## src/hdl/ssp_pkg.sv

```systemverilog
// shared constants for the sync serial shift port
package ssp_pkg;
  // register byte addresses (word index times four)
  localparam logic [3:0] ADDR_CTRL   = 4'h0;
  localparam logic [3:0] ADDR_STATUS = 4'h4;
  localparam logic [3:0] ADDR_DATA   = 4'h8;
  localparam logic [3:0] ADDR_IRQ    = 4'hc;
  // control register field positions
  localparam int CTL_RATE_LO  = 0;
  localparam int CTL_RATE_HI  = 1;
  localparam int CTL_PORT_SEL = 2;
  localparam int CTL_CLK_CFG  = 3;
  localparam int CTL_OUT_CFG  = 4;
  localparam int CTL_IDLE_LVL = 5;
  localparam int CTL_PHASE    = 6;
  localparam int CTL_IRQ_EN   = 7;
  // interrupt field positions
  localparam int IRQ_DONE  = 0;
  localparam int IRQ_ABORT = 1;
  // values after reset
  localparam logic [7:0] CTRL_RESET = 8'h00;
  localparam logic [7:0] DATA_RESET = 8'h00;
  localparam logic [1:0] IRQ_RESET  = 2'h0;
  // half periods of the shift clock less one, in instruction cycles
  localparam logic [1:0] HALF_FAST = 2'h0;
  localparam logic [1:0] HALF_MID  = 2'h1;
  localparam logic [1:0] HALF_SLOW = 2'h3;
  // bits per transfer
  localparam logic [3:0] BITS_PER_XFER = 4'h8;
  // a write to the status register with this bit starts or stops
  localparam int STAT_BUSY = 0;
  // transfer states
  typedef enum logic [1:0]
  {
    SSP_IDLE  = 2'b00,
    SSP_SHIFT = 2'b01
  } ssp_state_t;
endpackage

```

## src/hdl/ssp_sync.sv

```systemverilog
// two flip-flop synchroniser for pin inputs
`timescale 1ns/1ps
module ssp_sync
#(
  parameter int WIDTH = 2
)
(
  // clock and reset
  input  wire logic             clk_in,
  input  wire logic             rst_in,
  // asynchronous level in, synchronous level out
  input  wire logic [WIDTH-1:0] async_in,
  output logic      [WIDTH-1:0] sync_out
);
  typedef struct packed
  {
    logic [WIDTH-1:0] meta;
    logic [WIDTH-1:0] sync;
  } ssp_sync_st_t;

  ssp_sync_st_t st_q;
  ssp_sync_st_t st_d;

  // first stage feeds only the second
  always_comb
  begin
    st_d      = st_q;
    st_d.meta = async_in;
    st_d.sync = st_q.meta;
  end

  // state register
  always_ff @(posedge clk_in)
  begin
    if (rst_in)
    begin
      st_q <= '0;
    end
    else
    begin
      st_q <= st_d;
    end
  end

  assign sync_out = st_q.sync;
endmodule

```

## src/hdl/ssp_top.sv

```systemverilog
// eight-bit synchronous serial shift port with avalon register slave
`timescale 1ns/1ps
module ssp_top
#(
  parameter int BITS = 8
)
(
  // clock and reset
  input  wire logic        clk_in,
  input  wire logic        rst_in,
  // avalon-mm slave
  input  wire logic [3:0]  avs_address_in,
  input  wire logic        avs_read_in,
  input  wire logic        avs_write_in,
  input  wire logic [31:0] avs_writedata_in,
  output logic      [31:0] avs_readdata_out,
  output logic             avs_waitrequest_out,
  // instruction cycle enable
  input  wire logic        cycle_en_in,
  // serial pins
  input  wire logic        serial_in_in,
  output logic             serial_out_out,
  output logic             serial_out_oe_out,
  input  wire logic        shift_clock_in,
  output logic             shift_clock_out,
  output logic             shift_clock_oe_out,
  // interrupt
  output logic             irq_out
);
  typedef struct packed
  {
    ssp_pkg::ssp_state_t state;
    logic [7:0]          ctrl;
    logic [BITS-1:0]     sreg;
    logic [3:0]          count;
    logic [1:0]          div;
    logic                sck;
    logic                sck_prev;
    logic                sdo;
    logic [1:0]          irq_stat;
    logic [1:0]          irq_mask;
    logic [31:0]         rdata;
    logic                ack;
    logic                irq;
  } ssp_st_t;

  ssp_st_t    st_q;
  ssp_st_t    st_d;
  logic [1:0] pins_sync;

  // pin inputs pass two flops first
  ssp_sync #(.WIDTH(2)) u_sync
  (
    .clk_in   (clk_in),
    .rst_in   (rst_in),
    .async_in ({serial_in_in, shift_clock_in}),
    .sync_out (pins_sync)
  );

  logic       port_on;
  logic       master;
  logic       alt_phase;
  logic       idle_lvl;
  logic       clk_now;
  logic       rise;
  logic       fall;
  logic       sample_edge;
  logic       shift_edge;
  logic [1:0] half;
  logic       wr_hit;
  logic       rd_hit;

  // decoded controls
  always_comb
  begin
    port_on   = st_q.ctrl[ssp_pkg::CTL_PORT_SEL];
    master    = st_q.ctrl[ssp_pkg::CTL_CLK_CFG];
    alt_phase = st_q.ctrl[ssp_pkg::CTL_PHASE];
    idle_lvl  = st_q.ctrl[ssp_pkg::CTL_IDLE_LVL];
    // rate select: high bit forces the slowest rate
    if (st_q.ctrl[ssp_pkg::CTL_RATE_HI])
    begin
      half = ssp_pkg::HALF_SLOW;
    end
    else if (st_q.ctrl[ssp_pkg::CTL_RATE_LO])
    begin
      half = ssp_pkg::HALF_MID;
    end
    else
    begin
      half = ssp_pkg::HALF_FAST;
    end
    // clock seen by the shifter, master or slave
    clk_now     = master ? st_q.sck : pins_sync[0];
    rise        = clk_now & ~st_q.sck_prev;
    fall        = ~clk_now & st_q.sck_prev;
    sample_edge = alt_phase ? fall : rise;
    shift_edge  = alt_phase ? rise : fall;
    // single-cycle answer, so waitrequest only drops on the ack cycle
    wr_hit = avs_write_in & ~st_q.ack;
    rd_hit = avs_read_in & ~st_q.ack;
  end

  logic [BITS-1:0] sreg_v;
  logic [1:0]      irq_set;

  // next-state logic
  always_comb
  begin
    st_d          = st_q;
    sreg_v        = st_q.sreg;
    irq_set       = 2'h0;
    st_d.ack      = (avs_read_in | avs_write_in) & ~st_q.ack;
    st_d.sck_prev = clk_now;
    // shifting: sample input, move data out msb first
    if (st_q.state == ssp_pkg::SSP_SHIFT)
    begin
      // master divider runs on instruction cycle enables
      if (master && cycle_en_in)
      begin
        if (st_q.div == half)
        begin
          st_d.div = 2'h0;
          st_d.sck = ~st_q.sck;
        end
        else
        begin
          st_d.div = st_q.div + 2'h1;
        end
      end
      if (sample_edge)
      begin
        sreg_v     = {st_q.sreg[BITS-2:0], pins_sync[1]};
        st_d.sreg  = sreg_v;
        st_d.count = st_q.count + 4'h1;
      end
      if (shift_edge)
      begin
        st_d.sdo = st_q.sreg[BITS-1];
      end
      // eight samples in and clock back at idle: stop here, so no
      // ninth edge leaks out for any phase or idle level
      if ((sample_edge | shift_edge) && clk_now == idle_lvl
          && st_d.count == ssp_pkg::BITS_PER_XFER)
      begin
        st_d.state = ssp_pkg::SSP_IDLE;
        st_d.sck   = idle_lvl;
        irq_set[ssp_pkg::IRQ_DONE] = 1'b1;
      end
    end
    else
    begin
      st_d.sck = idle_lvl;
      st_d.div = 2'h0;
      st_d.sdo = st_q.sreg[BITS-1];
    end
    // register writes
    if (wr_hit)
    begin
      case (avs_address_in)
        ssp_pkg::ADDR_CTRL:
        begin
          st_d.ctrl = avs_writedata_in[7:0];
        end
        ssp_pkg::ADDR_STATUS:
        begin
          if (avs_writedata_in[ssp_pkg::STAT_BUSY] && port_on)
          begin
            st_d.state = ssp_pkg::SSP_SHIFT;
            st_d.count = 4'h0;
          end
          else if (!avs_writedata_in[ssp_pkg::STAT_BUSY]
                   && st_q.state == ssp_pkg::SSP_SHIFT)
          begin
            st_d.state = ssp_pkg::SSP_IDLE;
            st_d.sck   = idle_lvl;
            irq_set[ssp_pkg::IRQ_ABORT] = 1'b1;
          end
        end
        ssp_pkg::ADDR_DATA:
        begin
          st_d.sreg = avs_writedata_in[BITS-1:0];
        end
        ssp_pkg::ADDR_IRQ:
        begin
          st_d.irq_mask = avs_writedata_in[1:0];
        end
        default:
        begin
          st_d.irq_mask = st_q.irq_mask;
        end
      endcase
    end
    // port select off also ends a transfer
    if (!port_on)
    begin
      st_d.state = ssp_pkg::SSP_IDLE;
    end
    // register reads; irq register read clears sticky bits, set wins
    st_d.rdata = 32'h0000_0000;
    if (rd_hit)
    begin
      case (avs_address_in)
        ssp_pkg::ADDR_CTRL:
        begin
          st_d.rdata = {24'h00_0000, st_q.ctrl};
        end
        ssp_pkg::ADDR_STATUS:
        begin
          st_d.rdata = {27'h000_0000, st_q.count,
                        st_q.state == ssp_pkg::SSP_SHIFT};
        end
        ssp_pkg::ADDR_DATA:
        begin
          st_d.rdata = {24'h00_0000, st_q.sreg};
        end
        ssp_pkg::ADDR_IRQ:
        begin
          st_d.rdata    = {28'h000_0000, st_q.irq_mask,
                           st_q.irq_stat};
          st_d.irq_stat = 2'h0;
        end
        default:
        begin
          st_d.rdata = 32'h0000_0000;
        end
      endcase
    end
    // an event in the clearing cycle is not lost
    st_d.irq_stat = st_d.irq_stat | irq_set;
    // done irq only when its enable and mask allow
    st_d.irq = (st_q.irq_stat[ssp_pkg::IRQ_DONE]
                & st_q.ctrl[ssp_pkg::CTL_IRQ_EN]
                & st_q.irq_mask[ssp_pkg::IRQ_DONE])
             | (st_q.irq_stat[ssp_pkg::IRQ_ABORT]
                & st_q.irq_mask[ssp_pkg::IRQ_ABORT]);
  end

  // state register
  always_ff @(posedge clk_in)
  begin
    if (rst_in)
    begin
      st_q          <= '0;
      st_q.state    <= ssp_pkg::SSP_IDLE;
      st_q.ctrl     <= ssp_pkg::CTRL_RESET;
      st_q.sreg     <= ssp_pkg::DATA_RESET;
      st_q.irq_stat <= ssp_pkg::IRQ_RESET;
      st_q.irq_mask <= ssp_pkg::IRQ_RESET;
    end
    else
    begin
      st_q <= st_d;
    end
  end

  // pin drivers, registered outputs
  logic sck_pin_q;
  logic sck_oe_q;
  logic so_oe_q;
  always_ff @(posedge clk_in)
  begin
    if (rst_in)
    begin
      sck_pin_q <= 1'b0;
      sck_oe_q  <= 1'b0;
      so_oe_q   <= 1'b0;
    end
    else
    begin
      sck_pin_q <= st_d.sck;
      sck_oe_q  <= st_d.ctrl[ssp_pkg::CTL_PORT_SEL]
                   & st_d.ctrl[ssp_pkg::CTL_CLK_CFG];
      so_oe_q   <= st_d.ctrl[ssp_pkg::CTL_PORT_SEL]
                   & st_d.ctrl[ssp_pkg::CTL_OUT_CFG];
    end
  end

  assign serial_out_out      = st_q.sdo;
  assign serial_out_oe_out   = so_oe_q;
  assign shift_clock_out     = sck_pin_q;
  assign shift_clock_oe_out  = sck_oe_q;
  assign avs_readdata_out    = st_q.rdata;
  assign avs_waitrequest_out = ~st_q.ack;
  assign irq_out             = st_q.irq;

  // busy clears once eight samples are in and the clock sits idle
  a_busy_clears: assert property (@(posedge clk_in) disable iff (rst_in)
    (st_q.state == ssp_pkg::SSP_SHIFT && st_q.count
     == ssp_pkg::BITS_PER_XFER && clk_now == idle_lvl && !wr_hit)
    |=> st_q.state == ssp_pkg::SSP_IDLE)
    else $error("busy did not clear after eight bits");

  a_count_bound: assert property (@(posedge clk_in) disable iff (rst_in)
    st_q.count <= ssp_pkg::BITS_PER_XFER)
    else $error("bit count passed eight");

  a_port_gate: assert property (@(posedge clk_in) disable iff (rst_in)
    !port_on |=> st_q.state == ssp_pkg::SSP_IDLE)
    else $error("shifting without port select");

  a_done_flag: assert property (@(posedge clk_in) disable iff (rst_in)
    $rose(st_q.irq_stat[ssp_pkg::IRQ_DONE]) |->
    st_q.count == ssp_pkg::BITS_PER_XFER)
    else $error("done flag without eight bits");

  a_abort_stop: assert property (@(posedge clk_in) disable iff (rst_in)
    (wr_hit && avs_address_in == ssp_pkg::ADDR_STATUS
     && !avs_writedata_in[0] && st_q.state == ssp_pkg::SSP_SHIFT)
    |=> st_q.state == ssp_pkg::SSP_IDLE)
    else $error("early clear did not stop shifting");

  a_msb_first: assert property (@(posedge clk_in) disable iff (rst_in)
    (st_q.state == ssp_pkg::SSP_SHIFT && sample_edge && !wr_hit)
    |=> st_q.sreg[0] == $past(pins_sync[1]))
    else $error("input bit did not enter at lsb");

  a_idle_clock: assert property (@(posedge clk_in) disable iff (rst_in)
    (st_q.state == ssp_pkg::SSP_IDLE && !wr_hit) [*2]
    |-> st_q.sck == idle_lvl)
    else $error("shift clock not at idle level");

  a_slave_quiet: assert property (@(posedge clk_in) disable iff (rst_in)
    (!master && st_q.state == ssp_pkg::SSP_SHIFT)
    |=> $stable(st_q.div))
    else $error("divider ran in slave mode");

  a_master_oe: assert property (@(posedge clk_in) disable iff (rst_in)
    (port_on && master && !wr_hit) ##1 !wr_hit
    |-> shift_clock_oe_out)
    else $error("master not driving shift clock");
endmodule

```

## config.mk

```make
export PLATFORM = sky130hd
export DESIGN_NAME = ssp_top
export DESIGN_NICKNAME = d
export VERILOG_FILES = /design/src/hdl/ssp_pkg.sv /design/src/hdl/ssp_sync.sv /design/src/hdl/ssp_top.sv
export SDC_FILE = /design/constraint.sdc
export NUM_CORES = 1
export LEC_CHECK = 0
export ABC_AREA = 1
export ABC_CLOCK_PERIOD_IN_PS = 1650
export BUFFER_PORTS_ARGS = -buffer_cell sky130_fd_sc_hd__buf_2
export CORE_AREA = 2 2 81 83
export CTS_CLUSTER_DIAMETER = 80
export DETAILED_ROUTE_END_ITERATION = 8
export DIE_AREA = 0 0 83 85
export PLACE_DENSITY_LB_ADDON = 0.15
export SYNTH_ARGS = -nofsm -noshare
export SYNTH_HDL_FRONTEND = slang
export SYNTH_HIERARCHICAL = 1
export SYNTH_SLANG_ARGS = --single-unit
```

## constraint.sdc

```tcl
create_clock -name clk_in -period 1.65 [get_ports clk_in]
set_input_delay 0.0825 -clock clk_in [delete_from_list [all_inputs] [get_ports clk_in]]
set_output_delay 0.0825 -clock clk_in [all_outputs]
set_load 0.03 [all_outputs]
```

* After elaboration in Yosys (flattened, before gate mapping)
Index checks and enable logic that the tools add are counted.
** Cells by class
- Bitwise operators :: 21
- Divide/modulo/power cells :: 0
- Mux-type cells :: 38
- Equality and inequality tests :: 8
- $add $sub $neg :: 2
- Reduce and logical (&&, ||, !) cells :: 12
- Multipliers :: 0
- Order comparisons :: 0
- Shifts and indexed selects :: 0
** Operators with widths (count)
- 2-to-1 mux 12 bit :: 3
- case mux 8 bit (4 select lines) :: 1
- 2-to-1 mux 22 bit :: 1
- 2-to-1 mux 1 bit :: 20
- 2-to-1 mux 2 bit :: 9
- 2-to-1 mux 8 bit :: 2
- equality test 4 bit (second input constant) :: 3
- AND 1 bit :: 10
- 2-to-1 mux 4 bit :: 2
- inverter 1 bit :: 7
- OR reduction 2 bit :: 3
- logical AND 1 bit :: 5
- adder 4 x 1 -> 4 bit (second input constant) :: 1
- equality test 4 x 3 -> 1 bit (second input constant) :: 1
- logical NOT 4 bit :: 1
- AND reduction 2 bit :: 2
- bitwise OR 1 bit :: 3
- adder 2 x 1 -> 2 bit (second input constant) :: 1
- equality test 2 x 1 -> 1 bit (second input constant) :: 1
- equality test 2 bit :: 1
- inequality test 2 bit (second input constant) :: 1
- bitwise OR 2 bit :: 1
- equality test 1 bit :: 1
- logical NOT 1 bit :: 1
** Storage, ports and cells
- Bits in read-only memories :: 0
- Memories kept :: 0
- Register bits after elaboration :: 71
- Word-level logic and storage cells :: 99
- Latch bits :: 0
- RAM bits :: 0
- Input port bits :: 43
- Output and inout port bits :: 38

* Longest topological paths before layout
Gate-level depths: netlist of the first run.
- Word-level depth :: 15
- Gate-level depth with buffers :: 12
- Gate-level depth less buffers :: 12

* Cells and area by module
Netlist of the first run, hierarchy kept.
** By module, submodules not included
- ssp_top :: area an instance 2262.2 µm², cells an instance 320, instances 1, sequential area each 860.8 µm²
- ssp_sync :: area an instance 110.1 µm², cells an instance 12, instances 1, sequential area each 80.1 µm²

* Worst setup path after synthesis of the first run
Ideal clock, no wire load.
- Path type :: flip-flop to flip-flop
- From :: reg st_q[1] (netlist name)
- To :: reg st_q[49] (netlist name)
- Cell stages (with the launch flop) :: 8
- Period minus slack after synthesis :: 1.501 ns
- Path buffers :: 1
- Data required time :: 1.535 ns
- Arrival time :: 1.386 ns
- Path slack :: 0.149 ns
- Setup time :: 0.115 ns
- Cell sequence :: dfxtp_1 > inv_1 > nand2_1 > nor2_1 > buf_2 > a21oi_1 > o21ai_0 > inv_1
** On the way
- Word-level cells in the longest chain between the ends :: 3
** RTL lines
- start, declared :: RTL line ssp_top.sv:47 : ssp_st_t st_q;
- start signal, assigned :: RTL line ssp_top.sv:253 : st_q <= st_d;
- inverter 1 bit
- via avs_waitrequest_out :: RTL line ssp_top.sv:17 : output logic avs_waitrequest_out,
- AND 1 bit :: RTL line ssp_top.sv:100 : wr_hit = avs_write_in & ~st_q.ack;
- 2-to-1 mux 22 bit :: RTL line ssp_top.sv:158 : if (wr_hit)
The timed path passes the listed nets, and every way through them passes these cells.
A chain may end at the register's enable or synchronous reset.

* Worst setup path after layout of the first run
- From :: reg st_q[44] (netlist name)
- To :: reg sck_pin_q, in the netlist shift_clock_out
** On the way
- Word-level cells in the longest chain between the ends :: 11
** RTL lines
- adder 4 x 1 -> 4 bit :: RTL line ssp_top.sv:135 : st_d.count = st_q.count + 4'h1;
- 2-to-1 mux 12 bit (*) :: RTL line ssp_top.sv:131 : if (sample_edge)
- 2-to-1 mux 12 bit (*) :: RTL line ssp_top.sv:116 : if (st_q.state == ssp_pkg::SSP_SHIFT)
- equality test 4 bit (*) :: RTL line ssp_top.sv:144 : && st_d.count == ssp_pkg::BITS_PER_XFER)
- logical AND 1 bit (*) :: RTL line ssp_top.sv:144
- 2-to-1 mux 1 bit (*) :: RTL line ssp_top.sv:143 : if ((sample_edge | shift_edge) && clk_now == idle_lvl
- 2-to-1 mux 1 bit (*) :: RTL line ssp_top.sv:116
- 2-to-1 mux 1 bit :: RTL line ssp_top.sv:172 : else if (!avs_writedata_in[ssp_pkg::STAT_BUSY]
- 2-to-1 mux 1 bit :: RTL line ssp_top.sv:167 : if (avs_writedata_in[ssp_pkg::STAT_BUSY] && port_on)
- 2-to-1 mux 1 bit :: RTL line ssp_top.sv:160 : case (avs_address_in)
- 2-to-1 mux 1 bit (*) :: RTL line ssp_top.sv:158
- end signal, assigned :: RTL line ssp_top.sv:271 : sck_pin_q <= st_d.sck;
- end, declared :: RTL line ssp_top.sv:258 : logic sck_pin_q;
Every way passes the cells marked *; elsewhere a longest branch is shown, timed or not. The select of a mux whose other input is x is not followed.

==> run summary, run 1 <==
Starting Density -> 0.3823
Synth async-reset ratio -> 0
cells after synthesis -> 332
YS warnings -> 6
Die Y -> 85 µm
XOR/XNOR Fraction of Synth Area -> 0.01477
multiplexer share of the synthesized area -> 0
Crit Path Max Fanout -> 5
register area share after synthesis -> 0.3966
Setup TNS -> 0 ns
global-route wire length before repair -> 8638 µm
syn avg cell area -> 7.145 µm²
Max Buffers Root-to-Sink -> 2
ys flop type -> dfxtp_1
most frequent cells in the layout -> inv_1, nand2_1, dfxtp_1
total gr overflow -> 0
initial detailed-routing violation count -> 109
VDD IR-drop max -> 0.0002739 V
Pleak -> 1.239 nW
hpwl dp -> 4270 µm
fin crit share -> 0.9069
dpl ws -> 0.1138 ns
Hold Path Class -> in -> reg
crit start category -> register
TritonCTS clock tree -> done
adder-cell share of the synthesized area -> 0.005274
P_int -> 0.001509 W
final WL -> 5445 µm
critical path class -> reg -> reg
DP Area -> 2519 µm²
power share of the combinational group -> 0.104
Clock Latency Late Sink -> 0.30 ns
RSZ-0062 raised after global routing -> false
Max-cap violations -> 0
CTS Sinks -> 47
number of setup buffers added after CTS -> 0
Die Footprint -> 7055 µm²
largest net degree at the start of global routing -> 17
final setup fails -> 0
WP data arrival -> 1.70 ns
initial antenna violation count -> 0
#FFs+latches synth -> 47
Final GP Congestion -> 0.8216
Fin Clk Skew -> 0.008208 ns
Clock transition at path regs -> 0.10 ns
compound-cell area share of the yosys netlist -> 0.1472
CTS root buffer -> clkbuf_8
Final Cell Area -> 2643 µm²
residual DRC count -> 0
vias in the first global route -> 1823
largest family of logic cells by synthesized area -> simple AND/OR/NAND/NOR gates
Antenna Nets Post-Route -> 0
Data required, critical path -> 1.85 ns
switch share -> 0.2861
Global Route Usage Sum -> 0.1531
Via density -> 4.651
Sw Pwr -> 0.0006046 W
Yosys cell types -> 30
Final Slew Violations -> 0
Reg power frac -> 0.549
Ant. Diodes -> 0
clock network fraction of total power -> 0.348
min setup slack post-route -> 0.1537 ns
R2R Setup Slk -> 0.15 ns
crit path capture type -> register
vias -> 2079
status -> complete, no violations
Placeable Area -> 6205 µm²
min cycle time layout -> 1.496 ns
power density over the cells -> 799.9 nW/µm²
placed insts -> 437
mapped cell area -> 2372 µm²
Die X -> 83 µm
total CTS buffers -> 5
Hold Fails Final Rpt -> 0
number of enable flip-flop cells after synthesis -> 0
Routed WL per cell -> 12.18 µm
share of layout cells above drive strength 1 -> 0.1838
fmax -> 0.6683 GHz
simple-gate area share of the yosys netlist -> 0.2284
# IOs -> 81
nets@finish -> 413
Layout Cells excl Fill -> 447
IO buf count -> 32
first-pass iteration count of the detailed router -> 4
# rows -> 29
H-tree depth -> 2
Layout area overhead -> 11.39%
## through the flow
step	util	total power (W)	hold WS (ns)
final	0.4259	0.002114	0.03768
after global routing	0.4259	0.002198	0.03481
after CTS	0.4239	0.002129	0.03324
after detailed placement	0.4059	0.001399	0.2903
after global placement	0.4059	0.001398	0.2864
after floorplan	-	0.001382	0.1537
## metal layers
layer	global-route usage	part of all wire	routed length (µm)
met2	0.2551	0.47	2550
met1	0.2064	0.48	2589
met4	0.04471	0.0092	50
met5	0	0	0
met3	0.02335	0.047	255
## critical path: stages, from the launching register on
cell and delay [ns]:
dfxtp_2 0.36, ha_1 0.30, nor2_2 0.12, nand3_1 0.07, nand3_1 0.08, nand2_1 0.08
nor2_4 0.12, nand2_1 0.08, a21oi_1 0.13, nor2_1 0.06
## cells by family (layout without fill, tap and decap cells)
group           Yosys count  in the layout
xor+xnor                  4              4
fa+ha+maj                 1              1
other cells               1             24
simple gates            123            123
compound gates           63             63
flops                    47             47
buf+inv                  93            108
## Yosys cell counts (2+ instances only)
cell type | instances | share of area
o21ai_0 | 19 | 0.040
buf_4 | 33 | 0.10
o22ai_1 | 2 | 0.0053
o21ai_1 | 7 | 0.015
nand2_2 | 3 | 0.0079
nand3_1 | 21 | 0.044
nand2_1 | 53 | 0.084
nor2_1 | 30 | 0.047
buf_6 | 2 | 0.0095
xor2_1 | 3 | 0.011
inv_1 | 53 | 0.084
nor3_1 | 7 | 0.015
o211ai_1 | 4 | 0.013
dfxtp_1 | 47 | 0.40
nor2_2 | 4 | 0.011
a21oi_1 | 25 | 0.053
a221oi_1 | 3 | 0.011
nand3_2 | 2 | 0.0084
clkbuf_1 | 3 | 0.0047
## power by group through the flow
stage	combinational, W	sequential, W	clock, W
after global routing	0.000240	0.00116	0.000796
after global placement	0.000212	0.00119	0
after CTS	0.000217	0.00116	0.000753
after detailed placement	0.000213	0.00119	0
after floorplan	0.000198	0.00118	0
final	0.000219	0.00116	0.000735
## timing repair
| item | in CTS | in global routing |
|---|---|---|
| resized for setup | 0 | 5 |
| hold buffers | 2 | 0 |
| setup endpoints to repair | 0 | 7 |
| hold endpoints to repair | 2 | 0 |
## state kept, by name (all words and copies together) (netlist names)
register and flops:
serial_out_out 1, serial_out_oe_out 1, shift_clock_oe_out 1, u_sync/sync_out 2, idle_lvl 1, shift_clock_out 1, alt_phase 1, port_on 1
avs_readdata_out 8, master 1, irq_out 1, st_q 26, u_sync/st_d 2
## path summary, 6_finish.rpt
kind                             startpoint                       endpoint  depth (start not counted)
setup / recovery        st_q[44]$_SDFF_PP0_     shift_clock_out$_SDFF_PP0_                          9
setup reg to reg        st_q[44]$_SDFF_PP0_     shift_clock_out$_SDFF_PP0_                          9
hold reg to reg   u_sync/st_d[1]$_SDFF_PP0_  u_sync/sync_out[1]$_SDFF_PP0_                          2
hold / removal          avs_writedata_in[6]         alt_phase$_SDFFE_PP0P_                          3
## cell type report
| class | count | area [µm²] |
|---|---|---|
| multi-input cells | 215 | 1039 |
| clock buffers | 5 | 68.82 |
| repair buffers | 46 | 270.3 |
| flip-flops and latches | 47 | 943.4 |
| clock inverters | 3 | 22.52 |
| well taps | 77 | 96.34 |
| inverters | 54 | 202.7 |
| fillers | 654 | 3562 |
Power figures use the tool's default switching activity.
==> run 2: changes to the inputs <==
--- a/config.mk
+++ b/config.mk
@@ -6,9 +6,10 @@
 export NUM_CORES = 1
 export LEC_CHECK = 0
 export ABC_AREA = 1
-export ABC_CLOCK_PERIOD_IN_PS = 1650
+export ABC_CLOCK_PERIOD_IN_PS = 1780
 export BUFFER_PORTS_ARGS = -buffer_cell sky130_fd_sc_hd__buf_2
 export CORE_AREA = 2 2 81 83
+export CTS_BUF_LIST = sky130_fd_sc_hd__clkbuf_4 sky130_fd_sc_hd__clkbuf_8 sky130_fd_sc_hd__clkbuf_16
 export CTS_CLUSTER_DIAMETER = 80
 export DETAILED_ROUTE_END_ITERATION = 8
 export DIE_AREA = 0 0 83 85
==> constraint.sdc (replaced) <==
create_clock -name clk_in -period 1.78 [get_ports clk_in]
set_input_delay 0.089 -clock clk_in [delete_from_list [all_inputs] [get_ports clk_in]]
set_output_delay 0.089 -clock clk_in [all_outputs]
set_load 0.03 [all_outputs]
==> run 2 against run 1 <==
Effect of this change:
- final area decreased by 0.33%
- die area unchanged
- count of clock-buffer cells in the layout increased by 1
- sequential power decreased by 8%
- register-to-register slack improved by 0.07 ns
- flip-flop and latch count unchanged
- combinational power decreased by 9.1%
- first-iteration DRC count decreased by 19%
- critical path type unchanged
- largest cell class unchanged
==> run summary, run 2 (synthesized netlist as in run 1, its figures left out) <==
Hold EP -> idle_lvl$_SDFFE_PP0P_
initial detailed-routing violation count -> 88 (-19%)
Max Buffers Root-to-Sink -> 2 (unchanged)
critical path class -> reg -> reg
Critical R2R Launch -> st_q[43]$_SDFF_PP0_
global-route wire length before repair -> 8611 µm (-0.31%)
cell count along the critical path -> 9 (unchanged)
power share of the combinational group -> 0.095 (-0.009)
Top delay family on crit path -> simple AND/OR/NAND/NOR gates
vias -> 2023 (-2.7%)
crit start category -> register
Fin Clk Skew -> 0.005369 ns (-0.002839 ns)
power density over the cells -> 796.1 nW/µm² (-0.48%)
Clock Latency Late Sink -> 0.31 ns (about the same)
# rows -> 29 (unchanged)
VDD IR-drop max -> 0.0003478 V (+27%)
Worst R2R End -> shift_clock_out$_SDFF_PP0_
Hold Path Class -> in -> reg
Antenna Nets Post-Route -> 0 (unchanged)
WP data arrival -> 1.77 ns (+0.07 ns)
Max-cap violations -> 0 (unchanged)
# resized after CTS -> 0 (unchanged)
max incr delay on CP -> 0.36 ns (about the same)
Hold Path Origin -> avs_writedata_in[5]
Largest Register -> st_q
Die Footprint -> 7055 µm² (unchanged)
R2R Setup Slk -> 0.22 ns (+0.07 ns)
Reg power frac -> 0.512 (-0.037)
share of layout cells above drive strength 1 -> 0.1662 (-0.01757)
Final GP Congestion -> 0.8433 (+2.6%)
nets@finish -> 410 (-0.73%)
Hold Fails Final Rpt -> 0 (unchanged)
Starting Density -> 0.3823 (unchanged)
vias in the first global route -> 1795 (-1.5%)
min setup slack post-route -> 0.2192 ns (+0.06555 ns)
IO buf count -> 32 (unchanged)
RSZ-0062 raised after global routing -> false
total gr overflow -> 0 (unchanged)
final setup fails -> 0 (unchanged)
switch share -> 0.2531 (-0.03300)
FF/Latch Area -> 940.9 µm² (-0.27%)
Hold Path Stages -> 3 (unchanged)
Fillers -> 658 (+0.61%)
area of the multi-input gates -> 1028 µm² (-0.96%)
final WL -> 5251 µm (-3.6%)
initial antenna violation count -> 0 (unchanged)
CTS root buffer -> clkbuf_8
CP max-delay cell -> dfxtp_1
status -> complete, no violations
Pleak -> 1.236 nW (-0.21%)
Data required, critical path -> 1.99 ns (+0.14 ns)
H-tree depth -> 2 (unchanged)
Setup TNS -> 0 ns (unchanged)
Die Y -> 85 µm (unchanged)
min cycle time layout -> 1.561 ns (+0.06445 ns)
clock network fraction of total power -> 0.393 (+0.045)
max reg flops -> 26 (unchanged)
Sw Pwr -> 0.0005306 W (-12%)
first-pass iteration count of the detailed router -> 4 (unchanged)
CP bufs+invs -> 0 (unchanged)
# IOs -> 81 (unchanged)
Routed WL per cell -> 11.83 µm (-2.9%)
CP Cell Sequence -> ha_1 > nor2_1 > nand3_1 > nand3_1 > nand2_1 > nor2_2 > nand2_1 > a21oi_1 > nor2_1
Clock transition at path regs -> 0.09 ns (about the same)
Die X -> 83 µm (unchanged)
Final Slew Violations -> 0 (unchanged)
most frequent cells in the layout -> inv_1, nand2_1, dfxtp_1
Via density -> 4.556 (-2.0%)
dpl ws -> 0.2298 ns (+0.1160 ns)
Ant. Diodes -> 0 (unchanged)
crit path capture type -> register
largest net degree at the start of global routing -> 15 (-2)
R2R depth -> 9 (unchanged)
residual DRC count -> 0 (unchanged)
P_int -> 0.001566 W (+3.8%)
Layout area overhead -> 11.02%
CTS Sinks -> 47 (unchanged)
hpwl dp -> 4168 µm (-2.4%)
Placeable Area -> 6205 µm² (unchanged)
TritonCTS clock tree -> done
Global Route Usage Sum -> 0.1547 (+0.001563)
Crit Path Max Fanout -> 5 (unchanged)
fmax -> 0.6407 GHz (-4.1%)
total CTS buffers -> 5 (unchanged)
fin crit share -> 0.8768 (-0.03003)
[run 2: changes by cell type in the layout (fill, tap and decap cells not counted), sizes merged]
cell and change:
inv -2, buf -3, clkbuf +1, bufinv +1
[run 2: worst register-to-register path, cell delays in order (launching register included)]
cell and delay (ns):
dfxtp_1 0.36, ha_1 0.32, nor2_1 0.13, nand3_1 0.09, nand3_1 0.08, nand2_1 0.06, nor2_2 0.15, nand2_1 0.10
a21oi_1 0.13, nor2_1 0.05
[run 2: cell type report]
type                    instances  area share
inverters                      54     0.07696
repair buffers                 43     0.09406
multi-input cells             215      0.3905
clock buffers                   6     0.03135
well taps                      77     0.03658
clock inverters                 2     0.01330
flip-flops and latches         47      0.3572
[run 2: worst max-delay path by stage]
stage	startpoint	endpoint	slack, ns
after global placement	st_q[43]$_SDFF_PP0_	shift_clock_out$_SDFF_PP0_	0.27
final	st_q[43]$_SDFF_PP0_	shift_clock_out$_SDFF_PP0_	0.22
after floorplan	st_q[1]$_SDFF_PP0_	st_q[49]$_SDFF_PP0_	0.28
after global routing	st_q[43]$_SDFF_PP0_	shift_clock_out$_SDFF_PP0_	0.06
after detailed placement	st_q[43]$_SDFF_PP0_	shift_clock_out$_SDFF_PP0_	0.23
after CTS	st_q[43]$_SDFF_PP0_	shift_clock_out$_SDFF_PP0_	0.22
[run 2: power groups by stage]
| stage | clock, W | combinational (W) | sequential, W |
|---|---|---|---|
| after global placement | 0 | 0.000196 | 0.00110 |
| final | 0.000823 | 0.000199 | 0.00107 |
| after detailed placement | 0 | 0.000195 | 0.00110 |
| after global routing | 0.000885 | 0.000220 | 0.00108 |
| after floorplan | 0 | 0.000183 | 0.00110 |
| after CTS | 0.000853 | 0.000199 | 0.00107 |
[run 2: repair_timing]
item                       4_1_cts  5_1_grt
setup buffers                    0        0
hold endpoints to repair         2        0
hold buffers                     2        0
setup endpoints to repair        0        0
[run 2: per-stage QoR]
step | instance area, µm² | hold slack, ns | instances | power (W) | util
2_1_floorplan | 2459 | 0.1602 | 355 | 0.001281 | -
4_1_cts | 2634 | 0.03349 | 444 | 0.002126 | 0.4245
3_3_place_gp | 2496 | 0.2932 | 434 | 0.001295 | 0.4023
6_report | 2634 | 0.03354 | 444 | 0.002097 | 0.4245
5_1_grt | 2634 | 0.05233 | 444 | 0.002181 | 0.4245
3_5_place_dp | 2496 | 0.2952 | 434 | 0.001295 | 0.4023
[run 2: per-layer routing]
layer  track usage  wire length (µm)  up-vias
li1              -                 -     1067
met1        0.2093              2525      890
met2        0.2463              2373       60
met3       0.02043               250        6
met4       0.07154               102        0
met5             0                 0        -
==> run 3: changes to the inputs <==
--- a/config.mk
+++ b/config.mk
@@ -16,5 +16,4 @@
 export PLACE_DENSITY_LB_ADDON = 0.15
 export SYNTH_ARGS = -nofsm -noshare
 export SYNTH_HDL_FRONTEND = slang
-export SYNTH_HIERARCHICAL = 1
 export SYNTH_SLANG_ARGS = --single-unit
==> run 3 against run 2 <==
Effect of this change:
- combinational power rose by 3%
- setup slack got worse by 0.015 ns
- wire length rose by 2.1%
- via count fell by 0.25%
- non-clock buffer count fell by 4
- flip-flop and latch count did not move
- sequential share of layout area rose by 0.48 points
- sequential power barely moved
- critical endpoint unchanged
- highest routed layer unchanged
==> run summary, run 3 <==
R2R depth -> 11 (+2)
Synth area leader -> dfxtp_1
final WL -> 5359 µm (+2.1%)
Via density -> 4.748 (+4.2%)
min cycle time layout -> 1.575 ns (+0.01469 ns)
CTS Sinks -> 47 (unchanged)
Hold Path Class -> in -> reg
Hold Path Origin -> avs_writedata_in[7]
number of enable flip-flop cells after synthesis -> 0 (unchanged)
CP max-delay cell -> dfxtp_1
YS warnings -> 0 (-6)
most numerous cell on the critical path -> nand2_1
Critical R2R Launch -> master$_SDFF_PP0_
Placeable Area -> 6205 µm² (unchanged)
mapped cell area -> 2380 µm² (+0.32%)
#FFs+latches synth -> 47 (unchanged)
ys flop type -> dfxtp_1
Final GP Congestion -> 0.8333 (-1.2%)
Yosys cell types -> 39 (+30%)
total CTS buffers -> 5 (unchanged)
Max Buffers Root-to-Sink -> 2 (unchanged)
CP Cell Sequence -> inv_2 > nand2_4 > nand3_1 > o21ai_1 > nand2_1 > nor2_1 > nand2_1 > nand2_1 > nand2_1 > nand2_1 > nor2_1
# rows -> 29 (unchanged)
Hold Fails Final Rpt -> 0 (unchanged)
H-tree depth -> 2 (unchanged)
top post-synthesis cells by area -> dfxtp_1, buf_4, nand2_1
met3 Use GR -> 0.03696 (+0.01654)
Hold Path Stages -> 3 (unchanged)
Clock transition at path regs -> 0.09 ns (about the same)
share of layout cells above drive strength 1 -> 0.1782 (+0.01195)
Fin Clk Skew -> 0.01258 ns (+0.007206 ns)
Die Y -> 85 µm (unchanged)
Synth async-reset ratio -> 0 (unchanged)
nets@finish -> 391 (-4.6%)
initial antenna violation count -> 0 (unchanged)
status -> complete, no violations
Setup TNS -> 0 ns (unchanged)
CTS root buffer -> clkbuf_8
Layout area overhead -> 9.201%
Largest Register -> st_q
crit start category -> register
Global Route Usage Sum -> 0.1567 (+0.002042)
Final Cell Area -> 2599 µm² (-1.3%)
min setup slack post-route -> 0.2045 ns (-0.01469 ns)
Fillers -> 705 (+7.1%)
hpwl dp -> 4203 µm (+0.82%)
Die Footprint -> 7055 µm² (unchanged)
most frequent cells in the layout -> nand2_1, dfxtp_1, inv_1
most common library cells after synthesis -> dfxtp_1, nand2_1, inv_1, buf_4, nor2_1
final setup fails -> 0 (unchanged)
largest net degree at the start of global routing -> 20 (+5)
VDD IR-drop max -> 0.0003614 V (+3.9%)
Data required, critical path -> 1.98 ns (about the same)
Pleak -> 1.243 nW (+0.55%)
Die X -> 83 µm (unchanged)
syn avg cell area -> 7.531 µm² (+5.4%)
fmax -> 0.6347 GHz (-0.93%)
dpl ws -> 0.2334 ns (+0.003609 ns)
DP Area -> 2486 µm² (-0.40%)
Final Slew Violations -> 0 (unchanged)
IO buf count -> 32 (unchanged)
Clock Latency Late Sink -> 0.31 ns (about the same)
residual DRC count -> 0 (unchanged)
first-pass iteration count of the detailed router -> 4 (unchanged)
initial detailed-routing violation count -> 126 (+43%)
total gr overflow -> 0 (unchanged)
Ant. Diodes -> 0 (unchanged)
fin crit share -> 0.8851 (+0.008253)
max incr delay on CP -> 0.42 ns (+0.06 ns)
global route hottest layer -> met2
WP data arrival -> 1.78 ns (about the same)
vias in the first global route -> 1829 (+1.9%)
met2 Usage GRT -> 0.2397 (-0.006598)
critical path class -> reg -> reg
# resized after CTS -> 0 (unchanged)
Antenna Nets Post-Route -> 0 (unchanged)
global-route wire length before repair -> 8880 µm (+3.1%)
worst setup path start -> master$_SDFF_PP0_
RSZ-0062 raised after global routing -> false
met1 usage -> 0.2197 (+0.01041)
max reg flops -> 26 (unchanged)
Yosys top cell area share -> 0.3954 (-0.001251)
Starting Density -> 0.3835 (+0.001210)
TritonCTS clock tree -> done
vias -> 2018 (-0.25%)
Max-cap violations -> 0 (unchanged)
register area share after synthesis -> 0.3954 (-0.001251)
cells after synthesis -> 316 (-4.8%)
crit path capture type -> register
Crit Path Max Fanout -> 4 (-1)
# IOs -> 81 (unchanged)
Routed WL per cell -> 12.61 µm (+6.6%)
power density over the cells -> 749.4 nW/µm² (-5.9%)
## run 3: cell count changes in the layout (fill, tap and decap cells not counted), sizes merged, moves of 2 or more
cell	delta
xor2	+2
nand3	+5
buf	-4
nor2	-3
a21oi	-3
nand2	-3
inv	-8
o211ai	+3
nor3	-4
clkinvlp	+2
nand4	+2
o21ai	-10
## run 3: layout make-up
cell class / instances / area [µm²] / area share
multi-input cells: 209 / 1082 / 0.4165
clock inverters: 3 / 23.77 / 0.009148
clock buffers: 5 / 68.82 / 0.02648
well taps: 77 / 96.34 / 0.03707
inverters: 45 / 168.9 / 0.06500
repair buffers: 39 / 217.7 / 0.08377
flip-flops and latches: 47 / 940.9 / 0.3621
## run 3: worst max-delay path: cells and delay by family, from the launching register on
kind	cells	cell delay, ns
AOI/OAI and AO/OA	1	0.16
DFF	1	0.42
buffers and inverters	1	0.10
and+or+nand+nor	9	0.80
## run 3: kinds of logic after synthesis
group	count (synthesis)	synth area share
and+or+nand+nor	121	0.2466
AOI/OAI and AO/OA	57	0.1430
adders and majority gates	1	0.005257
DFF	47	0.3954
xor gates and xnor gates	6	0.02208
other	1	0.001576
buffers and inverters	83	0.1861
## run 3: power breakdown
part	total (W)	switching [W]	leakage (nW)	internal [W]
Sequential	0.00107	0.00000921	0.380	0.00106
Combinational	0.000205	0.000157	0.822	0.0000481
Clock	0.000668	0.000387	0.0408	0.000281
## run 3: metrics by stage
step                      utilization  cells  hold WS (ns)  total power (W)
final                          0.4188    425       0.02549         0.001947
after global routing           0.4188    425       0.04766         0.002039
after CTS                      0.4188    425       0.02047         0.001972
after detailed placement       0.4007    415        0.3022         0.001299
after global placement         0.4007    415        0.3003         0.001298
after floorplan                     -    339        0.1960         0.001283
## run 3: worst paths after layout
check / end / slack, ns
hold / removal: st_q[62]$_SDFFE_PP0P_ / 0.03
setup / recovery: shift_clock_out$_SDFF_PP0_ / 0.20
setup reg to reg: shift_clock_out$_SDFF_PP0_ / 0.20
hold reg to reg: u_sync.sync_out[0]$_SDFF_PP0_ / 0.41
## run 3: what timing repair did
action	4_1_cts	5_1_grt
hold endpoints to repair	2	0
endpoints found under the setup margin	0	0
buffers inserted	0	0
hold buffers	2	0
## run 3: routing by layer
metal / vias to the layer above / wire length, µm
met5: - / 0
li1: 1026 / -
met4: 0 / 74
met2: 61 / 2304
met3: 8 / 306
met1: 923 / 2673
